<file path="src/design/dram_act_pkg.sv">
// Purpose: Shared constants and types for the DRAM activate and mode register block
// Assumes: Core clock of 125 MHz; command pins sampled from the memory clock pin
// Notes:   Mode register addresses are six bits; data registers are one byte wide, except the three-bit single ended option copies
// ==========================================================================
// Package
// ==========================================================================
package dram_act_pkg;

	// ======================================================================
	// Mode register addresses
	// ======================================================================
	localparam logic [5:0] MA_CAPABILITY   = 6'h00;
	localparam logic [5:0] MA_IO_CONFIG    = 6'h03;
	localparam logic [5:0] MA_FSP_CONTROL  = 6'h0d;
	localparam logic [5:0] MA_LOWER_INVERT = 6'h0f;
	localparam logic [5:0] MA_UPPER_INVERT = 6'h14;
	localparam logic [5:0] MA_REFMGMT_MULT = 6'h1b;
	localparam logic [5:0] MA_CAL_FIRST    = 6'h20;
	localparam logic [5:0] MA_IGNORED_TEST = 6'h27;
	localparam logic [5:0] MA_CAL_SECOND   = 6'h28;
	localparam logic [5:0] MA_SE_OPTIONS   = 6'h33;

	// ======================================================================
	// Field positions
	// ======================================================================
	localparam int unsigned CAP_REFMGMT_BIT = 2;
	localparam int unsigned CAP_SE_BIT      = 5;
	localparam int unsigned IO_RD_INV_BIT   = 6;
	localparam int unsigned WRITE_SET_POINT_SELECTOR_BIT      = 6;
	localparam int unsigned OPERATING_SET_POINT_SELECTOR_BIT      = 7;
	localparam int unsigned SE_RD_BIT       = 0;
	localparam int unsigned SE_WR_BIT       = 1;
	localparam int unsigned SE_CK_BIT       = 2;
	localparam int unsigned SE_OP_LSB       = 1;

	// ======================================================================
	// Reset values
	// ======================================================================
	localparam logic [7:0] CAL_FIRST_RST  = 8'h5a;
	localparam logic [7:0] CAL_SECOND_RST = 8'h3c;
	localparam logic [7:0] CFG_RST        = 8'h00;

	// ======================================================================
	// Command encodings on ca[1:0] with chip select high
	// ======================================================================
	localparam logic [1:0] CA_OP_MPC  = 2'h0;
	localparam logic [1:0] CA_OP_ACT1 = 2'h1;
	localparam logic [1:0] CA_OP_MR   = 2'h2;
	localparam logic [1:0] CA_OP_ACT2 = 2'h3;
	localparam logic [6:0] MPC_RD_CAL = 7'h43;
	localparam logic [3:0] CAL_LAST   = 4'hf;
	localparam logic [1:0] MRR_HOLD   = 2'h2;

	// ======================================================================
	// Timing
	// ======================================================================
	localparam int unsigned CORE_PERIOD_PS = 8000;
	localparam int unsigned RCD_NS         = 18;
	localparam int unsigned RCD_CYC        = (RCD_NS * 1000 + CORE_PERIOD_PS - 1) / CORE_PERIOD_PS;

	// ======================================================================
	// Types
	// ======================================================================
	typedef enum logic [2:0] {CMD_IDLE, CMD_ACT2, CMD_MR2, CMD_MR3, CMD_MPC2} cmd_t;

	typedef struct packed {
		logic       cs;
		logic [5:0] ca;
	} cmd_pins_t;

	typedef struct packed {
		logic [15:0] dq;
		logic        dq_oe;
		logic [1:0]  mask_inversion_lane;
		logic        dmi_oe;
	} data_pins_t;

	typedef struct packed {
		logic dqs_t;
		logic dqs_t_oe;
		logic dqs_c;
		logic dqs_c_oe;
	} strobe_pins_t;

	typedef struct packed {
		logic              ck_s1;
		logic              ck_s2;
		logic              ck_s3;
		cmd_pins_t         cmd_s1;
		cmd_pins_t         cmd_s2;
		cmd_t              cmd;
		logic [5:0]        ma;
		logic [7:0]        op;
		logic [2:0]        act_bank;
		logic [4:0]        act_row;
		logic              act_pulse;
		logic [7:0]        cal_first;
		logic [7:0]        cal_second;
		logic [7:0]        inv_lo;
		logic [7:0]        inv_hi;
		logic [7:0]        io_cfg;
		logic [7:0]        fsp_ctl;
		logic [1:0][2:0]   se_opt;
		logic [7:0]        bank_open;
		logic [7:0]        col_ready;
		logic [7:0][3:0]   rcd_cnt;
		logic              cal_busy;
		logic [3:0]        cal_idx;
		logic [1:0]        mrr_cnt;
		data_pins_t        data;
		strobe_pins_t      strobe;
		logic [2:0]        se_active;
	} state_t;

endpackage

</file>
<file path="src/design/dram_activate_and_mode_regs.sv">
// Purpose: Device side command decode, mode registers, activate tracking, read calibration
// Assumes: Memory clock pin is sampled by core_clk_i; commands act on its rising edges
// Notes:   Calibration data changes on both memory clock edges; mode reads hold two edges
// Summary of operation
// Refresh management count multiplier is a read-only field, valid when capability says so
// Writes to the ignored test register change nothing in the device
// Second calibration byte resets to 3c and is replaced by a write
// Read calibration sends first byte then second on all data and mask lanes
// Each pattern byte goes out least significant bit first
// Lane invert masks flip data lanes only, never the mask lanes
// Mask lanes stay undriven during calibration when read inversion is off
// No bus inversion is applied to the calibration pattern
// Read strobe mode bit picks differential or single ended; complement driven low
// Controller keeps complement write strobe valid in single ended mode
// Controller keeps complement clock valid in single ended clock mode
// Single ended options have two copies; a write hits the write-selected copy
// Device runs from the operating-selected copy; the other may be rewritten freely
// Capability register reports single ended feature support
// Activation is two back-to-back commands: ca 01 then ca 11, chip select high
// Three bank bits pick the bank, row bits pick the row to open
// Column access is allowed once the row to column delay has passed
// Controller precharges a bank and waits row cycle time before reactivating
// Controller spaces activations to different banks by the bank to bank delay
// Controller issues at most four activations in a four activate window
// Controller rounds the window up to clocks and sums time across rate changes
// Controller waits the all bank precharge time after a precharge all
// Multipurpose command operand 1000011 starts read calibration
// First calibration byte resets to 5a and is replaced by a write
// Controller keeps activation history to block a fifth activation in the window
`timescale 1ns/1ps
`default_nettype none

module dram_activate_and_mode_regs #(
	parameter logic       CAP_REFMGMT = 1'b1,
	parameter logic       CAP_SE      = 1'b1,
	parameter logic [1:0] RAA_MULT    = 2'h1,
	parameter int         NUM_BANKS   = 8
) (
	// Clock and reset
	input  wire logic                        core_clk_i,
	input  wire logic                        nrst_i,
	// Memory command pins
	input  wire logic                        ck_t_i,
	input  wire dram_act_pkg::cmd_pins_t     cmd_i,
	// Data and strobe pins
	output var  dram_act_pkg::data_pins_t    data_o,
	output var  dram_act_pkg::strobe_pins_t  strobe_o,
	// Bank status
	output logic [7:0]                       bank_open_o,
	output logic [7:0]                       col_ready_o,
	output logic                             act_pulse_o,
	output logic [2:0]                       act_bank_o,
	output logic [4:0]                       act_row_o,
	// Active single ended options
	output logic                             se_wstrobe_o,
	output logic                             se_clock_o
);

	// ======================================================================
	// State
	// ======================================================================
	localparam int RCD_A = dram_act_pkg::RCD_CYC;

	dram_act_pkg::state_t st_ff;
	dram_act_pkg::state_t nxt_st;

	logic        ck_rise;
	logic        ck_edge;
	logic        wr_commit;
	logic [7:0]  wr_data;
	logic [15:0] cal_pattern;
	logic        cal_bit;

	assign ck_rise     = st_ff.ck_s2 & ~st_ff.ck_s3;
	assign ck_edge     = st_ff.ck_s2 ^ st_ff.ck_s3;
	assign wr_commit   = ck_rise && (st_ff.cmd == dram_act_pkg::CMD_MR3) && st_ff.cmd_s2.cs;
	assign wr_data     = {st_ff.cmd_s2.ca[4:0], st_ff.op[2:0]};
	assign cal_pattern = {st_ff.cal_second, st_ff.cal_first};
	assign cal_bit     = cal_pattern[st_ff.cal_idx];

	// ======================================================================
	// Next state
	// ======================================================================
	always_comb begin
		nxt_st = st_ff;
		nxt_st.ck_s1 = ck_t_i;
		nxt_st.ck_s2 = st_ff.ck_s1;
		nxt_st.ck_s3 = st_ff.ck_s2;
		nxt_st.cmd_s1 = cmd_i;
		nxt_st.cmd_s2 = st_ff.cmd_s1;
		nxt_st.act_pulse = 1'b0;
		nxt_st.se_active = st_ff.se_opt[st_ff.fsp_ctl[dram_act_pkg::OPERATING_SET_POINT_SELECTOR_BIT]];

		// Row to column countdown per bank
		for (int b = 0; b < NUM_BANKS; b++) begin
			if (st_ff.rcd_cnt[b] != 4'h0) begin
				nxt_st.rcd_cnt[b] = st_ff.rcd_cnt[b] - 4'h1;
				if (st_ff.rcd_cnt[b] == 4'h1) begin
					nxt_st.col_ready[b] = 1'b1;
				end
			end
		end

		// Pattern and read data output on every memory clock edge
		if (ck_edge) begin
			if (st_ff.cal_busy) begin
				// Pattern is sent with the lane invert masks applied to dq, no bus inversion
				nxt_st.data.dq     = {16{cal_bit}} ^ {st_ff.inv_hi, st_ff.inv_lo};
				nxt_st.data.mask_inversion_lane    = {2{cal_bit}};
				nxt_st.data.dq_oe  = 1'b1;
				nxt_st.data.dmi_oe = st_ff.io_cfg[dram_act_pkg::IO_RD_INV_BIT];
				nxt_st.strobe.dqs_t    = ~st_ff.strobe.dqs_t;
				nxt_st.strobe.dqs_t_oe = 1'b1;
				nxt_st.strobe.dqs_c_oe = 1'b1;
				if (st_ff.se_active[dram_act_pkg::SE_RD_BIT]) begin
					nxt_st.strobe.dqs_c = 1'b0;
				end else begin
					nxt_st.strobe.dqs_c = st_ff.strobe.dqs_t;
				end
				nxt_st.cal_idx = st_ff.cal_idx + 4'h1;
				if (st_ff.cal_idx == dram_act_pkg::CAL_LAST) begin
					nxt_st.cal_busy = 1'b0;
				end
			end else if (st_ff.mrr_cnt != 2'h0) begin
				nxt_st.mrr_cnt = st_ff.mrr_cnt - 2'h1;
			end else begin
				nxt_st.data.dq_oe      = 1'b0;
				nxt_st.data.dmi_oe     = 1'b0;
				nxt_st.strobe.dqs_t    = 1'b0;
				nxt_st.strobe.dqs_t_oe = 1'b0;
				nxt_st.strobe.dqs_c    = 1'b0;
				nxt_st.strobe.dqs_c_oe = 1'b0;
			end
		end

		// Command decode on memory clock rising edges
		if (ck_rise) begin
			case (st_ff.cmd)
				dram_act_pkg::CMD_IDLE: begin
					if (st_ff.cmd_s2.cs) begin
						case (st_ff.cmd_s2.ca[1:0])
							dram_act_pkg::CA_OP_MPC: begin
								nxt_st.op[3:0] = st_ff.cmd_s2.ca[5:2];
								nxt_st.cmd = dram_act_pkg::CMD_MPC2;
							end
							dram_act_pkg::CA_OP_ACT1: begin
								nxt_st.act_bank = st_ff.cmd_s2.ca[4:2];
								nxt_st.act_row[4] = st_ff.cmd_s2.ca[5];
								nxt_st.cmd = dram_act_pkg::CMD_ACT2;
							end
							dram_act_pkg::CA_OP_MR: begin
								nxt_st.ma[3:0] = st_ff.cmd_s2.ca[5:2];
								nxt_st.cmd = dram_act_pkg::CMD_MR2;
							end
							default: begin
								nxt_st.cmd = dram_act_pkg::CMD_IDLE;
							end
						endcase
					end
				end
				dram_act_pkg::CMD_ACT2: begin
					// Second half must follow at once, else the activation is dropped
					if (st_ff.cmd_s2.cs && st_ff.cmd_s2.ca[1:0] == dram_act_pkg::CA_OP_ACT2) begin
						nxt_st.act_row[3:0] = st_ff.cmd_s2.ca[5:2];
						nxt_st.act_pulse = 1'b1;
						nxt_st.bank_open[st_ff.act_bank] = 1'b1;
						nxt_st.col_ready[st_ff.act_bank] = 1'b0;
						nxt_st.rcd_cnt[st_ff.act_bank] = 4'(RCD_A);
					end
					nxt_st.cmd = dram_act_pkg::CMD_IDLE;
				end
				dram_act_pkg::CMD_MR2: begin
					nxt_st.ma[5:4] = st_ff.cmd_s2.ca[1:0];
					nxt_st.op[2:0] = st_ff.cmd_s2.ca[5:3];
					nxt_st.cmd = dram_act_pkg::CMD_IDLE;
					if (st_ff.cmd_s2.ca[2]) begin
						nxt_st.data.dq     = 16'h0000;
						nxt_st.data.dq_oe  = 1'b1;
						nxt_st.data.dmi_oe = 1'b0;
						nxt_st.mrr_cnt     = dram_act_pkg::MRR_HOLD;
						nxt_st.cal_busy    = 1'b0;
						case ({st_ff.cmd_s2.ca[1:0], st_ff.ma[3:0]})
							dram_act_pkg::MA_CAPABILITY: begin
								nxt_st.data.dq[dram_act_pkg::CAP_REFMGMT_BIT] = CAP_REFMGMT;
								nxt_st.data.dq[dram_act_pkg::CAP_SE_BIT] = CAP_SE;
							end
							dram_act_pkg::MA_REFMGMT_MULT: begin
								nxt_st.data.dq[1:0] = RAA_MULT;
							end
							default: begin
								nxt_st.data.dq = 16'h0000;
							end
						endcase
					end else begin
						nxt_st.cmd = dram_act_pkg::CMD_MR3;
					end
				end
				dram_act_pkg::CMD_MR3: begin
					nxt_st.cmd = dram_act_pkg::CMD_IDLE;
					if (st_ff.cmd_s2.cs) begin
						case (st_ff.ma)
							dram_act_pkg::MA_IO_CONFIG:    nxt_st.io_cfg = wr_data;
							dram_act_pkg::MA_FSP_CONTROL:  nxt_st.fsp_ctl = wr_data;
							dram_act_pkg::MA_LOWER_INVERT: nxt_st.inv_lo = wr_data;
							dram_act_pkg::MA_UPPER_INVERT: nxt_st.inv_hi = wr_data;
							dram_act_pkg::MA_CAL_FIRST:    nxt_st.cal_first = wr_data;
							dram_act_pkg::MA_CAL_SECOND:   nxt_st.cal_second = wr_data;
							dram_act_pkg::MA_SE_OPTIONS: begin
								nxt_st.se_opt[st_ff.fsp_ctl[dram_act_pkg::WRITE_SET_POINT_SELECTOR_BIT]] =
									wr_data[dram_act_pkg::SE_OP_LSB +: 3];
							end
							// Test register and read-only fields swallow the write
							default: nxt_st.cmd = dram_act_pkg::CMD_IDLE;
						endcase
					end
				end
				dram_act_pkg::CMD_MPC2: begin
					nxt_st.cmd = dram_act_pkg::CMD_IDLE;
					if (st_ff.cmd_s2.cs && {st_ff.cmd_s2.ca[2:0], st_ff.op[3:0]} ==
						dram_act_pkg::MPC_RD_CAL) begin
						nxt_st.cal_busy = 1'b1;
						nxt_st.cal_idx  = 4'h0;
						nxt_st.mrr_cnt  = 2'h0;
					end
				end
				default: begin
					nxt_st.cmd = dram_act_pkg::CMD_IDLE;
				end
			endcase
		end
	end

	always_ff @(posedge core_clk_i or negedge nrst_i) begin
		if (!nrst_i) begin
			st_ff <= '0;
			st_ff.cmd <= dram_act_pkg::CMD_IDLE;
			st_ff.cal_first <= dram_act_pkg::CAL_FIRST_RST;
			st_ff.cal_second <= dram_act_pkg::CAL_SECOND_RST;
			st_ff.io_cfg <= dram_act_pkg::CFG_RST;
			st_ff.fsp_ctl <= dram_act_pkg::CFG_RST;
		end else begin
			st_ff <= nxt_st;
		end
	end

	// ======================================================================
	// Outputs
	// ======================================================================
	assign data_o       = st_ff.data;
	assign strobe_o     = st_ff.strobe;
	assign bank_open_o  = st_ff.bank_open;
	assign col_ready_o  = st_ff.col_ready;
	assign act_pulse_o  = st_ff.act_pulse;
	assign act_bank_o   = st_ff.act_bank;
	assign act_row_o    = st_ff.act_row;
	assign se_wstrobe_o = st_ff.se_active[dram_act_pkg::SE_WR_BIT];
	assign se_clock_o   = st_ff.se_active[dram_act_pkg::SE_CK_BIT];
endmodule

`default_nettype wire

</file>
<file path="config.mk">
export PLATFORM = sky130hd
export DESIGN_NAME = dram_activate_and_mode_regs
export DESIGN_NICKNAME = d
export VERILOG_FILES = /design/src/design/dram_act_pkg.sv /design/src/design/dram_activate_and_mode_regs.sv
export SDC_FILE = /design/constraint.sdc
export NUM_CORES = 1
export LEC_CHECK = 0
export BUFFER_PORTS_ARGS = -buffer_cell sky130_fd_sc_hd__buf_2
export CORE_MARGIN = 4
export CORE_UTILIZATION = 62
export CTS_BUF_LIST = sky130_fd_sc_hd__clkbuf_4
export CTS_CLUSTER_DIAMETER = 30
export DETAILED_ROUTE_END_ITERATION = 8
export GPL_TIMING_DRIVEN = 0
export HOLD_SLACK_MARGIN = 0.02
export PLACE_DENSITY = 0.78
export SLEW_MARGIN = 10
export SYNTH_ARGS = -nofsm -noshare
export SYNTH_HDL_FRONTEND = slang
export SYNTH_SLANG_ARGS = --single-unit
</file>
<file path="constraint.sdc">
create_clock -name core_clk_i -period 2.4 [get_ports core_clk_i]
set_input_delay 0.36 -clock core_clk_i [delete_from_list [all_inputs] [get_ports core_clk_i]]
set_output_delay 0.36 -clock core_clk_i [all_outputs]
set_load 0.02 [all_outputs]
</file>
# ---- Word level (Yosys, flattened, before mapping)
# Cells that the tools add are included.
dict set report totals {
  elab_cells 215
  in_bits 10
  register_bits 174
}
dict set report op_classes {
  n_reduce_logical 33
  bitwise 11
  order_cmp 6
  addsub 10
  mux 81
  n_eq_ne 28
}
# cell n
set op_table {}
lappend op_table {{2-to-1 mux 127 bit} 1}
lappend op_table {{2-to-1 mux 54 bit} 2}
lappend op_table {{2-to-1 mux 48 bit} 2}
lappend op_table {{2-to-1 mux 8 bit} 6}
lappend op_table {{2-to-1 mux 4 bit} 11}
lappend op_table {{AND reduction 4 bit} 11}
lappend op_table {{== test 4 x 1 -> 1 bit, second input constant} 8}
lappend op_table {{nonzero test 4 bit} 8}
lappend op_table {{subtractor 4 x 1 -> 4 bit, second input constant} 8}
lappend op_table {{2-to-1 mux 31 bit} 1}
lappend op_table {{2-to-1 mux 1 bit} 30}
lappend op_table {{2-to-1 mux 19 bit} 1}
lappend op_table {{== test 6 bit, second input constant} 3}
lappend op_table {{2-to-1 mux 17 bit} 1}
lappend op_table {{AND 16 bit} 1}
lappend op_table {{2-to-1 mux 16 bit} 1}
lappend op_table {{NOT 16 bit} 1}
lappend op_table {{bitwise OR 16 bit} 1}
lappend op_table {{bitwise XOR 16 bit} 1}
lappend op_table {{2-to-1 mux 3 bit} 5}
lappend op_table {{2-to-1 mux 5 bit} 3}
lappend op_table {{2-to-1 mux 7 bit} 2}
lappend op_table {{demux 4 bit (select 3 bit)} 1}
lappend op_table {{== test 6 x 4 -> 1 bit, second input constant} 2}
lappend op_table {{41 further kinds} 58}

# ---- Logic depth before layout (Yosys ltp)
dict set report logic_depth {
  ltp_word 9
  ltp_mapped 9
}

# ---- Worst setup path after synthesis
# OpenSTA, ideal clock, no wires.
dict set report synth_timing {
  path_kind {flip-flop to flip-flop}
  startpoint {register st_ff[176] (netlist name)}
  endpoint {register st_ff, in the netlist cal_pattern[14]}
  path_buffers 1
  arrival_ps 2009
  path_slack_ps 267
  synth_period_minus_slack_ps 2133
  setup_ps 125
  stages_incl_launch_ff 9
  path_cell_list {dfrtp_1 -> inv_1 -> ha_1 -> nand2b_1 -> buf_2 -> nor4b_4 -> nand3_1 -> nor3b_4 -> mux2_2}
}
dict set report synth_between {
  elab_chain_cells 3
}
# element line_no
set synth_rtl {}
lappend synth_rtl {{start, declared} dram_activate_and_mode_regs.sv:64} ;# dram_act_pkg::state_t st_ff;
lappend synth_rtl {{start signal, assigned} dram_activate_and_mode_regs.sv:242} ;# st_ff <= nxt_st;
lappend synth_rtl {{NOT 1 bit} dram_activate_and_mode_regs.sv:74} ;# assign ck_rise = st_ff.ck_s2 & ~st_ff.ck_s3;
lappend synth_rtl {{AND 1 bit} dram_activate_and_mode_regs.sv:74}
lappend synth_rtl {{AND reduction 4 bit (no line)} --}
# No other way between the ends.
# A chain may end at the register's enable or synchronous reset.

# ---- Final worst setup path
dict set report layout_timing {
  startpoint {register st_ff[176] (netlist name)}
  endpoint {register st_ff, in the netlist cal_pattern[8]}
}
# Same word-level chain as after synthesis.

==> flow_summary.yaml <==
status:
  status: "finished clean"
power:
  p_total_mw: 7.372
  power_per_cell_area_nw_per_um2: 856.8
  ir_drop_uv: 584.0
  p_leak_nw: 4.207
drt:
  vias_per_cell: 5.598
  vias: 5301
  antenna_left: 0
  route.detailed.drc: 0
  drt-initial-drc-count: 349
  wl_mm: 14.82
  first_pass_iters: 7
  wl_per_cell_um: 15.65
hold_path:
  worst_hold_path_type: "in -> async"
global_route:
  use_met3_pct: 5.081
  antenna_found_initial: 0
  grt_pass1_vias: 5406
  grt_use_met2_pct: 37.87
  grt_max_degree: 98
  top_usage_layer: "met2"
  grt_first_pass_wirelength_mm: 25.96
  met1_usage_pct: 29.91
  grt-ovfl-total: 0
  track_usage_pct: 22.85
sta:
  skew_ns: 0.01848
  post-route-period-util_pct: 96.04
  worst_slack_ns: 0.09496
  worst_pin_slew_ns: 0.7172
  max_freq_mhz: 433.8
  setup_violations: 0
  max_slew_margin_pct: 51.75
  hold_viol: 0
  whs_ns: 0.3130
  slew_violations: 0
  min_period_ns: 2.305
yosys:
  synth_edf_count: 0
  synth_top_area_share_pct: 49.80
  synth-async-reset-ratio_pct: 100.0
  ys_warn_count: 0
  yosysTopAreaCell: "dfrtp_1"
  synth.distinct_cells: 53
  yosysSeqAreaShare_pct: 52.56
  synth.cell_area_sq_um: 7637
  syn-num-nets: 730
  yosys-top-cells-area: "dfrtp_1 50%, mux2_2 8.6%, buf_4 4.8%"
  ys_ff_latch: 160
  syn_avg_cell_area_sq_um: 11.00
  ys.flop_type: "dfrtp_1"
  netlist_instances: 694
critical_path:
  endpoint_kind: "register"
  path_delay_family: "simple AND/OR/NAND/NOR gates"
  crit_type: "reg -> reg"
  crit_buf_inv: 3
  r2r_setup_slack_ns: 0.09
  critPathMaxStageDelay_ns: 0.38
  cpMaxStageDelayCell: "dfrtp_1"
  crit_required_ns: 2.86
  worstPathMaxFanout: 8
  crit_path_cell_trace: "inv_1 -> ha_2 -> nand2b_1 -> buf_2 -> nor4b_4 -> nand3_1 -> nor3b_4 -> buf_12 -> mux2_2"
  cp-start-kind: "register"
  worst_ep_arrival_time_ns: 2.76
floorplan:
  dieArea_sq_um: 14160
  io_pins: 61
  fp.dieW_um: 119.0
  fp.dieH_um: 119.0
  core_sq_um: 12010
  start_util_pct: 63.58
  std_cell_rows: 40
clock_tree:
  cts_tree: "built"
  clock-sinks: 160
  clk_latency_ns: 0.57
  clk_path_buf_depth: 2
  cts-htree-levels: 4
  path_clk_slew_ns: 0.12
  cts-root-buf: "clkbuf_4"
  numCtsBuffers: 17
cells_and_area:
  diodes: 0
  utilization_pct: 71.64
  multi_input_area_sq_um: 3063
  fin_cells: 947
  area_growth_pct: 12.66
  nFillCells: 885
  fin_nets: 823
  drive_gt1_share_pct: 29.25
  register_area_sq_um: 4014
place:
  post-place-ws_ns: -0.1088
  port_buffers: 60
  gp_congestion: 0.8652
  dpl.cell_count: 902
  dpl.hpwl_mm: 10.63
job:
  drv_cap: 0
-- Yosys cell counts, drive strengths merged (4+ instances only) --
cell and number:
nand3 20, and3 5, nor3b 4, buf 53, nand4b 4, dfrtp 152, dfstp 8, o31ai 5
mux2i 10, nor3 20, xnor2 12, or3 17, mux2 58, o21ai 51, nand2 48, a31oi 23
a21oi 11, nor4 5, a21boi 4, and2 6, ha 26, nor2 41, clkbuf 20, nand2b 22
inv 31, nor2b 6
-- area by class of cell --
| cell class | instances | share of cell area, % |
|---|---|---|
| buffer | 73 | 5.380 |
| clock buffer | 20 | 1.745 |
| clock inverter | 12 | 1.672 |
| inverter | 31 | 1.352 |
| multi-input combinational | 430 | 35.60 |
| sequential | 160 | 46.65 |
| tap | 147 | 2.138 |
| timing repair buffer | 74 | 5.467 |
-- cell usage in the layout, fill, tap and decap left out, types with 20 or more instances in the layout --
cell	netlist	final
clkbuf_4	0	20
nor2_1	41	41
mux2_2	58	58
clkbuf_1	20	20
buf_2	4	63
nand3_1	20	20
o21ai_0	51	51
a31oi_1	23	23
dfrtp_1	152	152
buf_4	49	52
inv_1	31	31
nand2b_1	22	22
ha_1	26	25
nand2_1	48	48
-- sequential cells by signal, summed over array words and instances, names as in the netlist, named ones only --
register,count
col_ready_o,8
se_wstrobe_o,1
st_ff,80
nxt_st,9
act_pulse_o,1
data_o,19
act_row_o,5
se_clock_o,1
act_bank_o,3
bank_open_o,8
cal_pattern,16
strobe_o,3
-- final timing paths --
check | cells past startpoint | endpoint | startpoint
worst max-delay path | 9 | cal_pattern[8]$_DFFE_PN0P_ | st_ff[176]$_DFF_PN0_
worst min-delay path | 2 | data_o[16]$_DFF_PN0_ | nrst_i
worst max register to register | 9 | cal_pattern[8]$_DFFE_PN0P_ | st_ff[176]$_DFF_PN0_
worst min register to register | 0 | st_ff[164]$_DFF_PN0_ | nxt_st[164]$_DFF_PN0_
max in group asynchronous | 3 | cal_pattern[12]$_DFFE_PN1P_ | nrst_i
min in group core_clk_i | 0 | st_ff[164]$_DFF_PN0_ | nxt_st[164]$_DFF_PN0_
-- cells by family (layout without fill, tap and decap cells) --
logic type / count (synthesis) / count (layout) / synth area share, %
DFF: 160 / 160 / 52.56
AOI/OAI and AO/OA: 107 / 107 / 8.453
adders and majority gates: 26 / 26 / 4.259
muxes: 70 / 70 / 10.62
xor gates and xnor gates: 13 / 13 / 1.491
buffers and inverters: 104 / 210 / 7.585
and+or+nand+nor: 214 / 214 / 15.04
-- per-layer routing --
layer	part of all wire (%)	vias to the layer above	routed length [um]
li1	-	2543	-
met1	44	2587	6567
met2	49	141	7261
met3	4.7	30	699
met4	2.0	0	292
met5	0	-	0
-- report_power, final --
group	internal, mW	switching, mW
registers	3.17	0.429
clock network	0.742	0.908
logic	0.961	1.16
-- repair_timing --
action / in CTS / in global routing
cloned: 0 / 0
setup buffers: 1 / 3
endpoints found under the setup margin: 19 / 29
pin swaps: 1 / 2
hold endpoints to repair: 68 / 0
hold buffers: 9 / 0
gates resized for setup: 2 / 2
-- through the flow --
step | setup TNS [ns] | area, sq um
2_1_floorplan | 0 | 7637
5_1_grt | -0.009101 | 8605
6_report | 0 | 8605
4_1_cts | 0 | 8571
3_3_place_gp | -194.46 | 8122
3_5_place_dp | -0.8891 | 8159
-- worst reg2reg max path, cell delays in order, from the launching register on --
cell and delay (ns):
dfrtp_1 0.38, inv_1 0.05, ha_2 0.26, nand2b_1 0.07
buf_2 0.19, nor4b_4 0.35, nand3_1 0.18, nor3b_4 0.25
buf_12 0.15, mux2_2 0.33
No activity file was read; power rests on OpenSTA's default activity.
